--- config.mk ---
export PLATFORM = sky130hd
export DESIGN_NAME = dlc_link_config_regs
export DESIGN_NICKNAME = d
export VERILOG_FILES = /design/src/include/dlc_pkg.sv /design/src/rtl/dlc_link_config_regs.sv
export SDC_FILE = /design/constraint.sdc
export NUM_CORES = 1
export LEC_CHECK = 0
export BUFFER_PORTS_ARGS = -buffer_cell sky130_fd_sc_hd__buf_2
export CAP_MARGIN = 20
export CORE_MARGIN = 2
export CORE_UTILIZATION = 47
export CTS_CLUSTER_DIAMETER = 30
export CTS_CLUSTER_SIZE = 25
export DETAILED_ROUTE_END_ITERATION = 16
export MAX_ROUTING_LAYER = met4
export PLACE_DENSITY = 0.75
export REMOVE_ABC_BUFFERS = 1
export SKIP_LAST_GASP = 1
export SYNTH_ARGS = -nofsm -noshare
export SYNTH_HDL_FRONTEND = slang
export SYNTH_SLANG_ARGS = --single-unit
export TNS_END_PERCENT = 30
--- constraint.sdc ---
create_clock -name i_mclk -period 4.5 [get_ports i_mclk]
set_clock_uncertainty 0.15 [all_clocks]
set_input_delay 0.675 -clock i_mclk [delete_from_list [all_inputs] [get_ports i_mclk]]
set_output_delay 0.675 -clock i_mclk [all_outputs]
set_load 0.01 [all_outputs]
--- src/include/dlc_pkg.sv ---
// Constants and decode helpers for the link configuration register group.
// Assumes one byte-wide register port and the recovered pixel clock.
`default_nettype none
package dlc_pkg;
    localparam logic [7:0] ADDR_STRAP   = 8'h37;
    localparam logic [7:0] ADDR_DIVSEL  = 8'h3A;
    localparam logic [7:0] ADDR_EQ      = 8'h3B;
    localparam logic [7:0] ADDR_THR     = 8'h41;
    localparam logic [7:0] ADDR_BC      = 8'h43;

    localparam logic [7:0] STRAP_RESET  = 8'h00;
    localparam logic [7:0] DIVSEL_RESET = 8'h00;
    localparam logic [7:0] THR_RESET    = 8'h03;
    localparam logic [7:0] BC_RESET     = 8'h00;

    // Bit 3 of the divider register is read-only zero
    localparam logic [7:0] DIVSEL_WMASK = 8'hF7;
    localparam logic [7:0] EQ_RMASK     = 8'h3F;

    localparam int DONE1_BIT     = 7;
    localparam int DONE0_BIT     = 3;
    localparam int VAL1_LSB      = 4;
    localparam int VAL0_LSB      = 0;
    localparam int OVR_OUT_BIT   = 7;
    localparam int OUT_SEL_LSB   = 4;
    localparam int OVR_IN_BIT    = 2;
    localparam int IN_SEL_LSB    = 0;
    localparam int ERR_EN_BIT    = 4;
    localparam int THR_LSB       = 0;
    localparam int MISO_MODE_BIT = 4;
    localparam int POL_BIT       = 3;
    localparam int MODE_LSB      = 0;

    localparam logic [2:0] BC_NORMAL_GPIO = 3'b000;
    localparam logic [2:0] BC_HS_GPIO1    = 3'b001;
    localparam logic [2:0] BC_HS_GPIO2    = 3'b010;
    localparam logic [2:0] BC_HS_GPIO4    = 3'b011;
    localparam logic [2:0] BC_NORMAL_FSPI = 3'b100;
    localparam logic [2:0] BC_HS_FSPI     = 3'b101;
    localparam logic [2:0] BC_RESERVED    = 3'b110;
    localparam logic [2:0] BC_HS_RSPI     = 3'b111;

    function automatic logic [5:0] dlc_out_ratio(input logic [2:0] sel);
        case (sel)
            3'b000:  dlc_out_ratio = 6'h20;
            3'b001:  dlc_out_ratio = 6'h10;
            3'b010:  dlc_out_ratio = 6'h08;
            3'b011:  dlc_out_ratio = 6'h04;
            3'b100,
            3'b101:  dlc_out_ratio = 6'h02;
            default: dlc_out_ratio = 6'h01;
        endcase
    endfunction

    function automatic logic [3:0] dlc_in_ratio(input logic [1:0] sel);
        case (sel)
            2'b00:   dlc_in_ratio = 4'h1;
            2'b01:   dlc_in_ratio = 4'h2;
            2'b10:   dlc_in_ratio = 4'h4;
            default: dlc_in_ratio = 4'h8;
        endcase
    endfunction
endpackage
`default_nettype wire

--- src/rtl/dlc_link_config_regs.sv ---
// Link configuration and status registers, error-threshold lock logic,
// divider override muxing and reverse-tunnel MISO driver.
// Assumes an on-chip serial target engine presents byte register accesses
// on the pixel clock; strap, select and SPI clock inputs are asynchronous.
//
// Overview of operation
// - Second strap done flag bit 7 sets once its 3-bit value latches.
// - First strap done flag bit 3 sets once its 3-bit value latches.
// - Output divider override bit 7 replaces the automatic selection.
// - Output divider codes give 32,16,8,4,2,2,1,1.
// - Input divider override bit 2 replaces the synthesizer state machine choice.
// - Input divider codes give 1,2,4,8.
// - Bit 4 enables link error counting against the threshold.
// - Counter runs on pixel clock; 4-bit threshold resets to three.
// - Errors from both link clocks and control/audio channel all count.
// - Counting enabled, lock drops when count reaches the threshold.
// - Counting disabled, lock drops on the first error.
// - Reverse SPI tunnelling makes the device drive MISO.
// - Bit 4 set tristates MISO while select is deasserted.
// - Polarity bit 3 picks launch and sample SPI clock edges.
// - Three-bit mode field enables high-speed back-channel signalling.
// - GPIO modes are normal, one, two and four high-speed GPIOs.
// - SPI modes are normal forward, high-speed forward, high-speed reverse.
// - Second port select routes equalizer level reads to the second port level.
`timescale 1ns/1ps
`default_nettype none
module dlc_link_config_regs
    import dlc_pkg::*;
(
    input  wire logic       i_mclk,
    input  wire logic       i_rst_n,
    input  wire logic [7:0] i_reg_addr,
    input  wire logic [7:0] i_reg_wdata,
    input  wire logic       i_reg_wr,
    input  wire logic       i_reg_rd,
    input  wire logic       i_second_port_select,
    input  wire logic       i_strap0_done,
    input  wire logic [2:0] i_strap0_value,
    input  wire logic       i_strap1_done,
    input  wire logic [2:0] i_strap1_value,
    input  wire logic [2:0] i_auto_out_divider_select,
    input  wire logic [1:0] i_auto_in_divider_select,
    input  wire logic [5:0] i_equalizer_level0,
    input  wire logic [5:0] i_equalizer_level1,
    input  wire logic       i_link_detect,
    input  wire logic       i_err_link_clock_primary,
    input  wire logic       i_err_link_clock_secondary,
    input  wire logic       i_err_control_audio_channel,
    input  wire logic       i_spi_sclk,
    input  wire logic       i_spi_ss_n,
    input  wire logic       i_tunnel_miso,
    output logic [7:0]      o_reg_rdata,
    output logic [5:0]      o_out_divide_ratio,
    output logic [3:0]      o_in_divide_ratio,
    output logic            o_lock,
    output logic [2:0]      o_backchannel_mode,
    output logic            o_spi_edge_polarity,
    output logic            o_spi_miso,
    output logic            o_spi_miso_oe_n
);
    typedef struct packed {
        logic       d0_s1;
        logic       d0_s2;
        logic [2:0] v0_s1;
        logic [2:0] v0_s2;
        logic       d1_s1;
        logic       d1_s2;
        logic [2:0] v1_s1;
        logic [2:0] v1_s2;
        logic       ss_s1;
        logic       ss_s2;
        logic       sck_s1;
        logic       sck_s2;
        logic       sck_prev;
        logic [7:0] strap;
        logic [7:0] divsel;
        logic [7:0] thr;
        logic [7:0] bc;
        logic [4:0] err_cnt;
        logic       lost;
        logic       lock;
        logic [7:0] rdata;
        logic [5:0] out_ratio;
        logic [3:0] in_ratio;
        logic       miso;
        logic       miso_oe_n;
    } dlc_state_t;

    dlc_state_t state_reg;
    dlc_state_t state_next;

    logic [1:0] err_hits;
    logic [4:0] err_sum;
    logic       any_err;
    logic       launch;
    logic       reverse;

    always_comb begin
        state_next = state_reg;
        err_hits = 2'({1'b0, i_err_link_clock_primary})
                 + 2'({1'b0, i_err_link_clock_secondary})
                 + 2'({1'b0, i_err_control_audio_channel});
        any_err = (err_hits != 2'h0);
        err_sum = state_reg.err_cnt + 5'({3'h0, err_hits});
        reverse = (state_reg.bc[MODE_LSB +: 3] == BC_HS_RSPI);
        if (state_reg.bc[POL_BIT]) begin
            launch = state_reg.sck_s2 & ~state_reg.sck_prev;
        end else begin
            launch = ~state_reg.sck_s2 & state_reg.sck_prev;
        end

        // Second stage only reads the first
        state_next.d0_s1 = i_strap0_done;
        state_next.d0_s2 = state_reg.d0_s1;
        state_next.v0_s1 = i_strap0_value;
        state_next.v0_s2 = state_reg.v0_s1;
        state_next.d1_s1 = i_strap1_done;
        state_next.d1_s2 = state_reg.d1_s1;
        state_next.v1_s1 = i_strap1_value;
        state_next.v1_s2 = state_reg.v1_s1;
        state_next.ss_s1 = i_spi_ss_n;
        state_next.ss_s2 = state_reg.ss_s1;
        state_next.sck_s1 = i_spi_sclk;
        state_next.sck_s2 = state_reg.sck_s1;
        state_next.sck_prev = state_reg.sck_s2;

        // Value is captured once; later pin wiggle is ignored
        if (state_reg.d0_s2 && !state_reg.strap[DONE0_BIT]) begin
            state_next.strap[VAL0_LSB +: 3] = state_reg.v0_s2;
            state_next.strap[DONE0_BIT] = 1'b1;
        end
        if (state_reg.d1_s2 && !state_reg.strap[DONE1_BIT]) begin
            state_next.strap[VAL1_LSB +: 3] = state_reg.v1_s2;
            state_next.strap[DONE1_BIT] = 1'b1;
        end

        if (i_reg_wr) begin
            case (i_reg_addr)
                ADDR_DIVSEL: state_next.divsel = i_reg_wdata & DIVSEL_WMASK;
                ADDR_THR:    state_next.thr = i_reg_wdata;
                ADDR_BC:     state_next.bc = i_reg_wdata;
                default:     state_next.divsel = state_next.divsel;
            endcase
        end

        if (i_reg_rd) begin
            case (i_reg_addr)
                ADDR_STRAP:  state_next.rdata = state_reg.strap;
                ADDR_DIVSEL: state_next.rdata = state_reg.divsel;
                ADDR_EQ: begin
                    if (i_second_port_select) begin
                        state_next.rdata = {2'h0, i_equalizer_level1};
                    end else begin
                        state_next.rdata = {2'h0, i_equalizer_level0};
                    end
                end
                ADDR_THR:    state_next.rdata = state_reg.thr;
                ADDR_BC:     state_next.rdata = state_reg.bc;
                default:     state_next.rdata = 8'h00;
            endcase
        end

        if (state_reg.divsel[OVR_OUT_BIT]) begin
            state_next.out_ratio = dlc_out_ratio(state_reg.divsel[OUT_SEL_LSB +: 3]);
        end else begin
            state_next.out_ratio = dlc_out_ratio(i_auto_out_divider_select);
        end
        if (state_reg.divsel[OVR_IN_BIT]) begin
            state_next.in_ratio = dlc_in_ratio(state_reg.divsel[IN_SEL_LSB +: 2]);
        end else begin
            state_next.in_ratio = dlc_in_ratio(i_auto_in_divider_select);
        end

        // Losing the link detect rearms lock and clears the count
        if (!i_link_detect) begin
            state_next.err_cnt = 5'h00;
            state_next.lost = 1'b0;
        end else if (any_err && !state_reg.lost) begin
            if (state_reg.thr[ERR_EN_BIT]) begin
                state_next.err_cnt = err_sum;
                if (err_sum >= {1'b0, state_reg.thr[THR_LSB +: 4]}) begin
                    state_next.lost = 1'b1;
                end
            end else begin
                state_next.lost = 1'b1;
            end
        end
        state_next.lock = i_link_detect & ~state_next.lost;

        state_next.bc[7:5] = state_next.bc[7:5];
        // Launch only on the selected edge, so the far end samples settled data
        if (launch) begin
            state_next.miso = i_tunnel_miso;
        end
        state_next.miso_oe_n = ~(reverse
            & (~state_reg.bc[MISO_MODE_BIT] | ~state_reg.ss_s2));
    end

    always_ff @(posedge i_mclk) begin
        if (!i_rst_n) begin
            state_reg <= '0;
            state_reg.strap <= STRAP_RESET;
            state_reg.divsel <= DIVSEL_RESET;
            state_reg.thr <= THR_RESET;
            state_reg.bc <= BC_RESET;
            state_reg.ss_s1 <= 1'b1;
            state_reg.ss_s2 <= 1'b1;
            state_reg.miso_oe_n <= 1'b1;
        end else begin
            state_reg <= state_next;
        end
    end

    assign o_reg_rdata = state_reg.rdata;
    assign o_out_divide_ratio = state_reg.out_ratio;
    assign o_in_divide_ratio = state_reg.in_ratio;
    assign o_lock = state_reg.lock;
    assign o_backchannel_mode = state_reg.bc[MODE_LSB +: 3];
    assign o_spi_edge_polarity = state_reg.bc[POL_BIT];
    assign o_spi_miso = state_reg.miso;
    assign o_spi_miso_oe_n = state_reg.miso_oe_n;
endmodule
`default_nettype wire

[Word-level counts from Yosys, hierarchy flattened]
Index checks and enable logic that the tools add are counted.
Word-level totals
  output and inout port bits: 25
  register bits after elaboration: 79
  logic and storage cells: 92
  input port bits: 53
Operators by class
  add/subtract/negate cells: 3
  equality and inequality tests: 20
  multiplexer cells: 13
  magnitude comparators: 1
  reduce and logical (&&, ||, !) cells: 18
  bitwise gates (word level): 11
Operators by type and width (number)
  $pmux W6 S5: 2
  $pmux W8 S5: 1
  $eq A8 B6 Y1 const B: 3
  $pmux W4 S3: 2
  $eq A8 B7 Y1 const B: 2
  $eq A3 B3 Y1 const B: 5
  $eq A3 B2 Y1 const B: 4
  $mux W6: 2
  $reduce_and A2 Y1: 5
  $eq A3 B1 Y1 const B: 2
  $logic_not A3 Y1: 2
  $not A1 Y1: 6
  $add A5 B2 Y5: 1
  $ge A5 B4 Y1: 1
  $mux W1: 5
  $and A1 B1 Y1: 4
  $eq A2 B1 Y1 const B: 2
  $eq A2 B2 Y1 const B: 2
  $logic_not A2 Y1: 2
  $mux W4: 1
  $reduce_or A2 Y1: 2
  $logic_and A1 B1 Y1: 3
  $logic_not A1 Y1: 3
  $add A1 B1 Y2: 1
  3 further kinds: 3

[Logic depth before layout (Yosys ltp)]
Gate-level depths: netlist of run 1.
  depth after elaboration: 10
  gate-level depth with buffers: 9
  depth with buffers taken out: 9

[Worst setup path before layout of run 1]
No wires, ideal clock.
  path type: input to register
  start: input i_err_link_clock_primary
  end: register state_reg[21] in the netlist's numbering
  stages on the path: 9
  buffers on the path: 0
  setup time: 0.131 ns
  data arrival time: 2.908 ns
  required time: 4.219 ns
  path slack: 1.311 ns
  path through: fa_1 -> ha_1 -> inv_1 -> fa_1 -> inv_1 -> ha_1 -> a211o_1 -> a2111oi_0 -> nor3_1
On the way
  word-level cells in the longest chain between the ends: 8
  elaborated cells between the ends (all ways): 10
  classes of those cells: add/sub (3); order compare (1); mux (4); reduce/logical (2)
RTL lines
  start, declared: line dlc_link_config_regs.sv:46  | input wire logic i_err_link_clock_primary,
  $add A1 B1 Y2: line dlc_link_config_regs.sv:101  | + 2'({1'b0, i_err_link_clock_secondary})
  $add A2 B1 Y2: line dlc_link_config_regs.sv:102  | + 2'({1'b0, i_err_control_audio_channel});
  $add A5 B2 Y5: line dlc_link_config_regs.sv:104  | err_sum = state_reg.err_cnt + 5'({3'h0, err_hits});
  net err_sum[1]: line dlc_link_config_regs.sv:93  | logic [4:0] err_sum;
  $ge A5 B4 Y1: line dlc_link_config_regs.sv:181  | if (err_sum >= {1'b0, state_reg.thr[THR_LSB +: 4]}) begin
  $mux W1: line dlc_link_config_regs.sv:181
  $mux W1: line dlc_link_config_regs.sv:179  | if (state_reg.thr[ERR_EN_BIT]) begin
  $mux W1: line dlc_link_config_regs.sv:178  | end else if (any_err && !state_reg.lost) begin
  $mux W1: line dlc_link_config_regs.sv:175  | if (!i_link_detect) begin
  end signal, assigned: line dlc_link_config_regs.sv:210  | state_reg <= state_next;
  end, declared: line dlc_link_config_regs.sv:89  | dlc_state_t state_reg;
The timed path passes the listed nets, and every way through them passes these cells.
A chain may end at the register's enable or synchronous reset.

[Final worst setup path of run 1]
Same ends and word-level chain as after synthesis.

==> metrics.txt, run 1 <==
status finished, final reports clean; reg-to-reg startpoint state_reg[22]; initial DRC count about 150; Hold Path End state_reg[62]; DRC 0; critical path arrival 3250 ps; total grt overflow 0; period utilisation layout 70.72%; top layer in use met4; crit path time final 3183 ps; worst hold slack 265.9 ps; Clock Pin Slew Worst Setup and Hold Paths about 70 ps; VDD IR-drop max between 0.00015 and 0.0002 V; clock buffer depth 2; routed wire length 7253 um; initial antenna violation count 0; commonest non-fill, non-tap cell in the layout dfxtp_1; most frequent cells in the layout dfxtp_1 (79), buf_2 (77), mux2i_1 (36), nor2b_1 (36), nand2_1 (35); die width 91.88 um; RSZ-0062 raised after global routing no; vias in the first global route 2471; Yosys top cell by area dfxtp_1; RR Endpoint state_reg[21]; largest net degree at the start of global routing 48; max FFs per register between 40 and 50; Mapped Area 3630 um^2; sequential share of the synthesized area around 44%; H-Tree Depth 3; Post-CTS Setup Inserts 0; kind of critical path in -> reg; ys async rst share 0%; Area contributors post-synth dfxtp_1 (44%), mux2i_1 (9.9%), nor2b_1 (6.2%); synth-to-layout area growth 12.03%; PD cells 312.5 nW/um^2; hold_sp state_next[62]; ANT cells 0; Post-DRT Antenna Nets 0; WHS Path Cells 1; Ys Warns 0; Synth Instances 379; commonest register cell after synthesis dfxtp_1; CTS Buf Count 9; clock sink count between 70 and 80; initial core utilization ~48%; CTS tree yes; P_leak 1.734 nW; critical path endpoint category flip-flop; worst-path maximum fanout 3; Setup Viol. Count Final 0; number of distinct library cells after synthesis 50; Slew HR 56.03%; gp weighted congestion 0.8696; Max Cap Viol 0; Syn Area/Cell 9.577 um^2; Vias 2658; Post-synth EDFFs 0; vias per cell 4.987; Yosys reg bits between 70 and 80; critical path launch point type input port; Skew-Pair Late Insertion Delay 340 ps; Die Y between 90 and 100 um; NumNets Final 488; setup_tns 0 ps; routed length on met1 between 3000 and 4000 um; DR WL met3 about 310 um; CTS Hold Buffers Added 0; max frequency approximately 310 MHz; setup slack, reg-to-reg between 2000 and 2500 ps; wire length on met2 3517 um; Fin. Hold Viols 0; Max Transition Viols Final 0; CTS-repair resized insts 0; worst hold path type reg -> reg; layout cell share with drive strength beyond 1 between 20% and 30%; TritonRoute pass-1 iters 4; R2R depth 8; first-pass GRT wire length 11950 um; clk root buf clkbuf_8; IO Port Bufs a little under 80; io pins 78; post-detail-place hpwl 5318 um; die area 8442 um^2; overall routing resource usage 18.38%; Rows 32; post-synth top area share 43.57%; Core Area roughly 7600 um^2; drt wl/cell 13.61 um; Least-Margin Pin Slew 654.1 ps; CP required 4560 ps
cell families after synthesis:
kind of cell | after synthesis | synth area share (%)
compound gates | 51 | 9.824
simple gates | 141 | 22.61
mux | 41 | 11.48
buf+inv | 53 | 7.894
xor+xnor | 6 | 1.448
fa+ha+maj | 8 | 3.171
flops | 79 | 43.57
worst max-delay path by stage:
stage | startpoint | to | slack [ps] | cells after the start
final | i_err_link_clock_primary | state_reg[21] | 1320 | 10
after global routing | i_err_link_clock_primary | state_reg[21] | 1230 | 10
after CTS | i_err_link_clock_primary | state_reg[21] | 1370 | 10
after detailed placement | i_err_link_clock_primary | state_reg[21] | 1010 | 10
after global placement | i_err_link_clock_primary | state_reg[21] | 1130 | 10
after floorplan | i_err_link_clock_primary | state_reg[21] | 1310 | 9
report_power, final:
part | switching, mW | leakage, nW | internal (mW) | total, mW
clock network | 0.227 | 0.0805 | 0.213 | 0.440
registers | 0.00626 | 0.644 | 0.716 | 0.722
logic | 0.0560 | 1.01 | 0.0523 | 0.108
total | 0.290 | 1.73 | 0.981 | 1.27
cells in the mapped netlist, drive strengths merged (2+ instances only):
cell / n
nand4: 3
a31oi: 3
a2bb2oi: 2
mux2: 5
nand4b: 2
nor3b: 3
nor3: 5
xnor2: 6
nor2b: 36
mux2i: 36
buf: 27
and3: 3
a211oi: 2
o22ai: 3
nor4b: 2
dfxtp: 79
nor4: 2
clkbuf: 14
nand3: 4
o211ai: 5
and2: 23
nand3b: 3
fa: 2
nand2b: 6
nand2: 35
ha: 6
o21ai: 15
a21o: 2
o21a: 5
inv: 12
nor2: 10
a22oi: 2
a41oi: 5
a21boi: 2
metal layers:
layer	track usage, %	vias up
met3	2.876	9
met2	30.76	66
met1	22.41	1221
li1	-	1362
met5	-	-
met4	7.090	0
critical path: stages:
cell	delay [ps]
buf_2	110
fa_1	580
ha_1	180
inv_1	70
fa_1	510
inv_1	50
ha_1	260
a211o_1	270
a2111oi_0	440
nor3_1	90
through the flow:
step | setup WS (ps) | util, % | std cells | instance area [um^2] | power (mW)
final | 1317 | 53.45 | 533 | 4066 | 1.271
after global routing | 1234 | 53.45 | 533 | 4066 | 1.331
after CTS | 1369 | 53.45 | 533 | 4066 | 1.286
after detailed placement | 1013 | 51.38 | 518 | 3909 | 0.8478
after global placement | 1127 | 51.38 | 518 | 3909 | 0.8446
after floorplan | 1311 | - | 338 | 3388 | 0.7882
cell type report:
| class | instances | area (um^2) |
|---|---|---|
| clock inverter | 1 | 5.005 |
| inverter | 12 | 45.04 |
| sequential | 79 | 1582 |
| multi-input combinational | 247 | 1762 |
| timing repair buffer | 78 | 392.9 |
| clock buffer | 14 | 152.6 |
| fill | 728 | 3541 |
| tap | 102 | 127.6 |
Note: power is estimated with default switching activity, not from simulation.
==> inputs of run 2 (changes only) <==
Settings changed: PLACE_DENSITY 0.75 to 0.78.
Clock period 4.5 ns to 2.8 ns, I/O delays scaled along.
==> run 2 against run 1 <==
Compared with the run above:
- the run now ends with negative setup slack left
- highest routed layer unchanged
- combinational power is 79% higher
- sequential share of layout area is 1.2 points lower
- largest cell class unchanged
- total power is 72% higher
- worst hold slack worse by 160 ps
- largest power group unchanged
- critical path type unchanged
- cell area is 3.2% higher
- sequential cell count stayed put
- via count is 4.0% higher
==> metrics.txt, run 2 (synthesis gave the netlist of run 1 again) <==
status finished with violations (was finished, final reports clean); failing checks negative setup slack; critical path launch point type input port (unchanged); max frequency roughly 350 MHz; H-Tree Depth 3 (unchanged); CTS Hold Buffers Added 0 (unchanged); DRC 0 (unchanged); Core Area 7607 um^2 (unchanged); total grt overflow 0 (unchanged); clock sink count 79 (unchanged); kind of critical path in -> reg (unchanged); worst-path maximum fanout 2 (was 3); Post-DRT Antenna Nets 0 (unchanged); most frequent cells in the layout dfxtp_1 (79), buf_2 (76), mux2i_1 (36), nor2b_1 (36), nand2_1 (35) (was dfxtp_1 (79), buf_2 (77), mux2i_1 (36), nor2b_1 (36), nand2_1 (35)); Die Y 91.88 um (unchanged); die area 8442 um^2 (unchanged); routed wire length 7611 um (was 7253 um); TritonRoute pass-1 iters 4 (unchanged); first-pass GRT wire length 12140 um (was 11950 um); PD cells 519.8 nW/um^2 (was 312.5 nW/um^2); synth-to-layout area growth 15.62% (was 12.03%); Fin. Hold Viols 0 (unchanged); Rows 32 (unchanged); clk root buf clkbuf_8 (unchanged); crit path time final roughly 2800 ps; critical path arrival 2910 ps (was 3250 ps); Setup Viol. Count Final 1 (was 0); period utilisation layout 101.1%; vias per cell 5.120 (was 4.987); dpl cells 523 (was 518); CTS tree yes (unchanged); clock buffer depth 2 (unchanged); Final Non-Filler Cells 540 (was 533); die width 91.88 um (unchanged); P_leak 1.780 nW (was 1.734 nW); Vias 2765 (was 2658); Clock Pin Slew Worst Setup and Hold Paths 80 ps (was 70 ps); NumNets Final 494 (was 488); drt wl/cell 14.09 um (was 13.61 um); Skew-Pair Late Insertion Delay 340 ps (about the same); initial antenna violation count 0 (unchanged); commonest non-fill, non-tap cell in the layout dfxtp_1 (unchanged); Max Transition Viols Final 0 (unchanged); fin worst setup slack -30.23 ps (was 1317 ps); CTS Buf Count 9 (unchanged); Max Cap Viol 0 (unchanged); post-detail-place hpwl 5650 um (was 5318 um); ANT cells 0 (unchanged); overall routing resource usage 18.92% (was 18.38%); Least-Margin Pin Slew 608.4 ps (was 654.1 ps); initial core utilization 47.71% (unchanged); RSZ-0062 raised after global routing yes (was no); layout cell share with drive strength beyond 1 26.94% (was 23.43%); io pins 78 (unchanged); VDD IR-drop max 0.0003043 V (was 0.0001856 V); largest net degree at the start of global routing 39 (was 48); vias in the first global route 2606 (was 2471); IO Port Bufs 77 (unchanged); initial DRC count 168 (was 145); CP required 2880 ps (was 4560 ps); gp weighted congestion 0.8576 (was 0.8696); Slew HR 59.10% (was 56.03%); critical path endpoint category flip-flop (unchanged); max FFs per register 43 (unchanged); worst hold path type in -> reg (was reg -> reg); dpl ws -442.8 ps (was 1013 ps)
[run 2: where the power goes]
group | internal (mW) | leakage (nW) | switching (mW)
sequential | 1.15 | 0.644 | 0.0111
clock | 0.431 | 0.0981 | 0.397
combinational | 0.0938 | 1.04 | 0.0988
[run 2: final cells by class]
class                   instances  area [um^2]
clock buffers                  10        137.6
clock inverters                 6        60.06
fillers                       695         3411
inverters                      12        45.04
multi-input cells             247         1800
flip-flops and latches         79         1582
well taps                     102        127.6
repair buffers                 84        444.2
[run 2: final timing paths]
path                          startpoint             end  slack [ps]  cells after the start
max          i_err_control_audio_channel   state_reg[21]         -30                     10
min                           i_spi_ss_n  state_next[62]         100                      2
max reg2reg                state_reg[22]   state_reg[21]         360                      8
min reg2reg               state_next[62]   state_reg[62]         280                      1
[run 2: through the flow]
step	hold slack (ps)	utilization (%)	power (mW)	instance area [um^2]	setup TNS, ps
after floorplan	236.3	-	1.267	3388	-134.3
after global placement	246.6	51.88	1.362	3946	-372.1
after detailed placement	269.5	51.88	1.371	3946	-692.4
after CTS	86.79	54.56	2.196	4150	0
after global routing	90.22	55.16	2.288	4197	-123.9
final	101.4	55.16	2.182	4197	-30.23
[run 2: repair_timing]
action | CTS | global route
buffers inserted | 0 | 1
pin swaps | 0 | 6
endpoints found under the setup margin | 1 | 2
resized for setup | 2 | 7
[run 2: critical path, stage by stage]
cell and delay [ps]:
buf_6 100, fa_1 570, ha_2 210, inv_2 40, fa_1 530, inv_2 50
ha_4 200, a211o_1 340, a2111oi_4 390, nor3_2 60
[run 2: layer usage]
layer  global-route usage, %  vias up  wire length, um
li1                        -     1384                -
met1                   22.31     1277             3400
met2                   29.66       88             3541
met3                   5.505       16              478
met4                   9.328        0              191
met5                       -        -                0
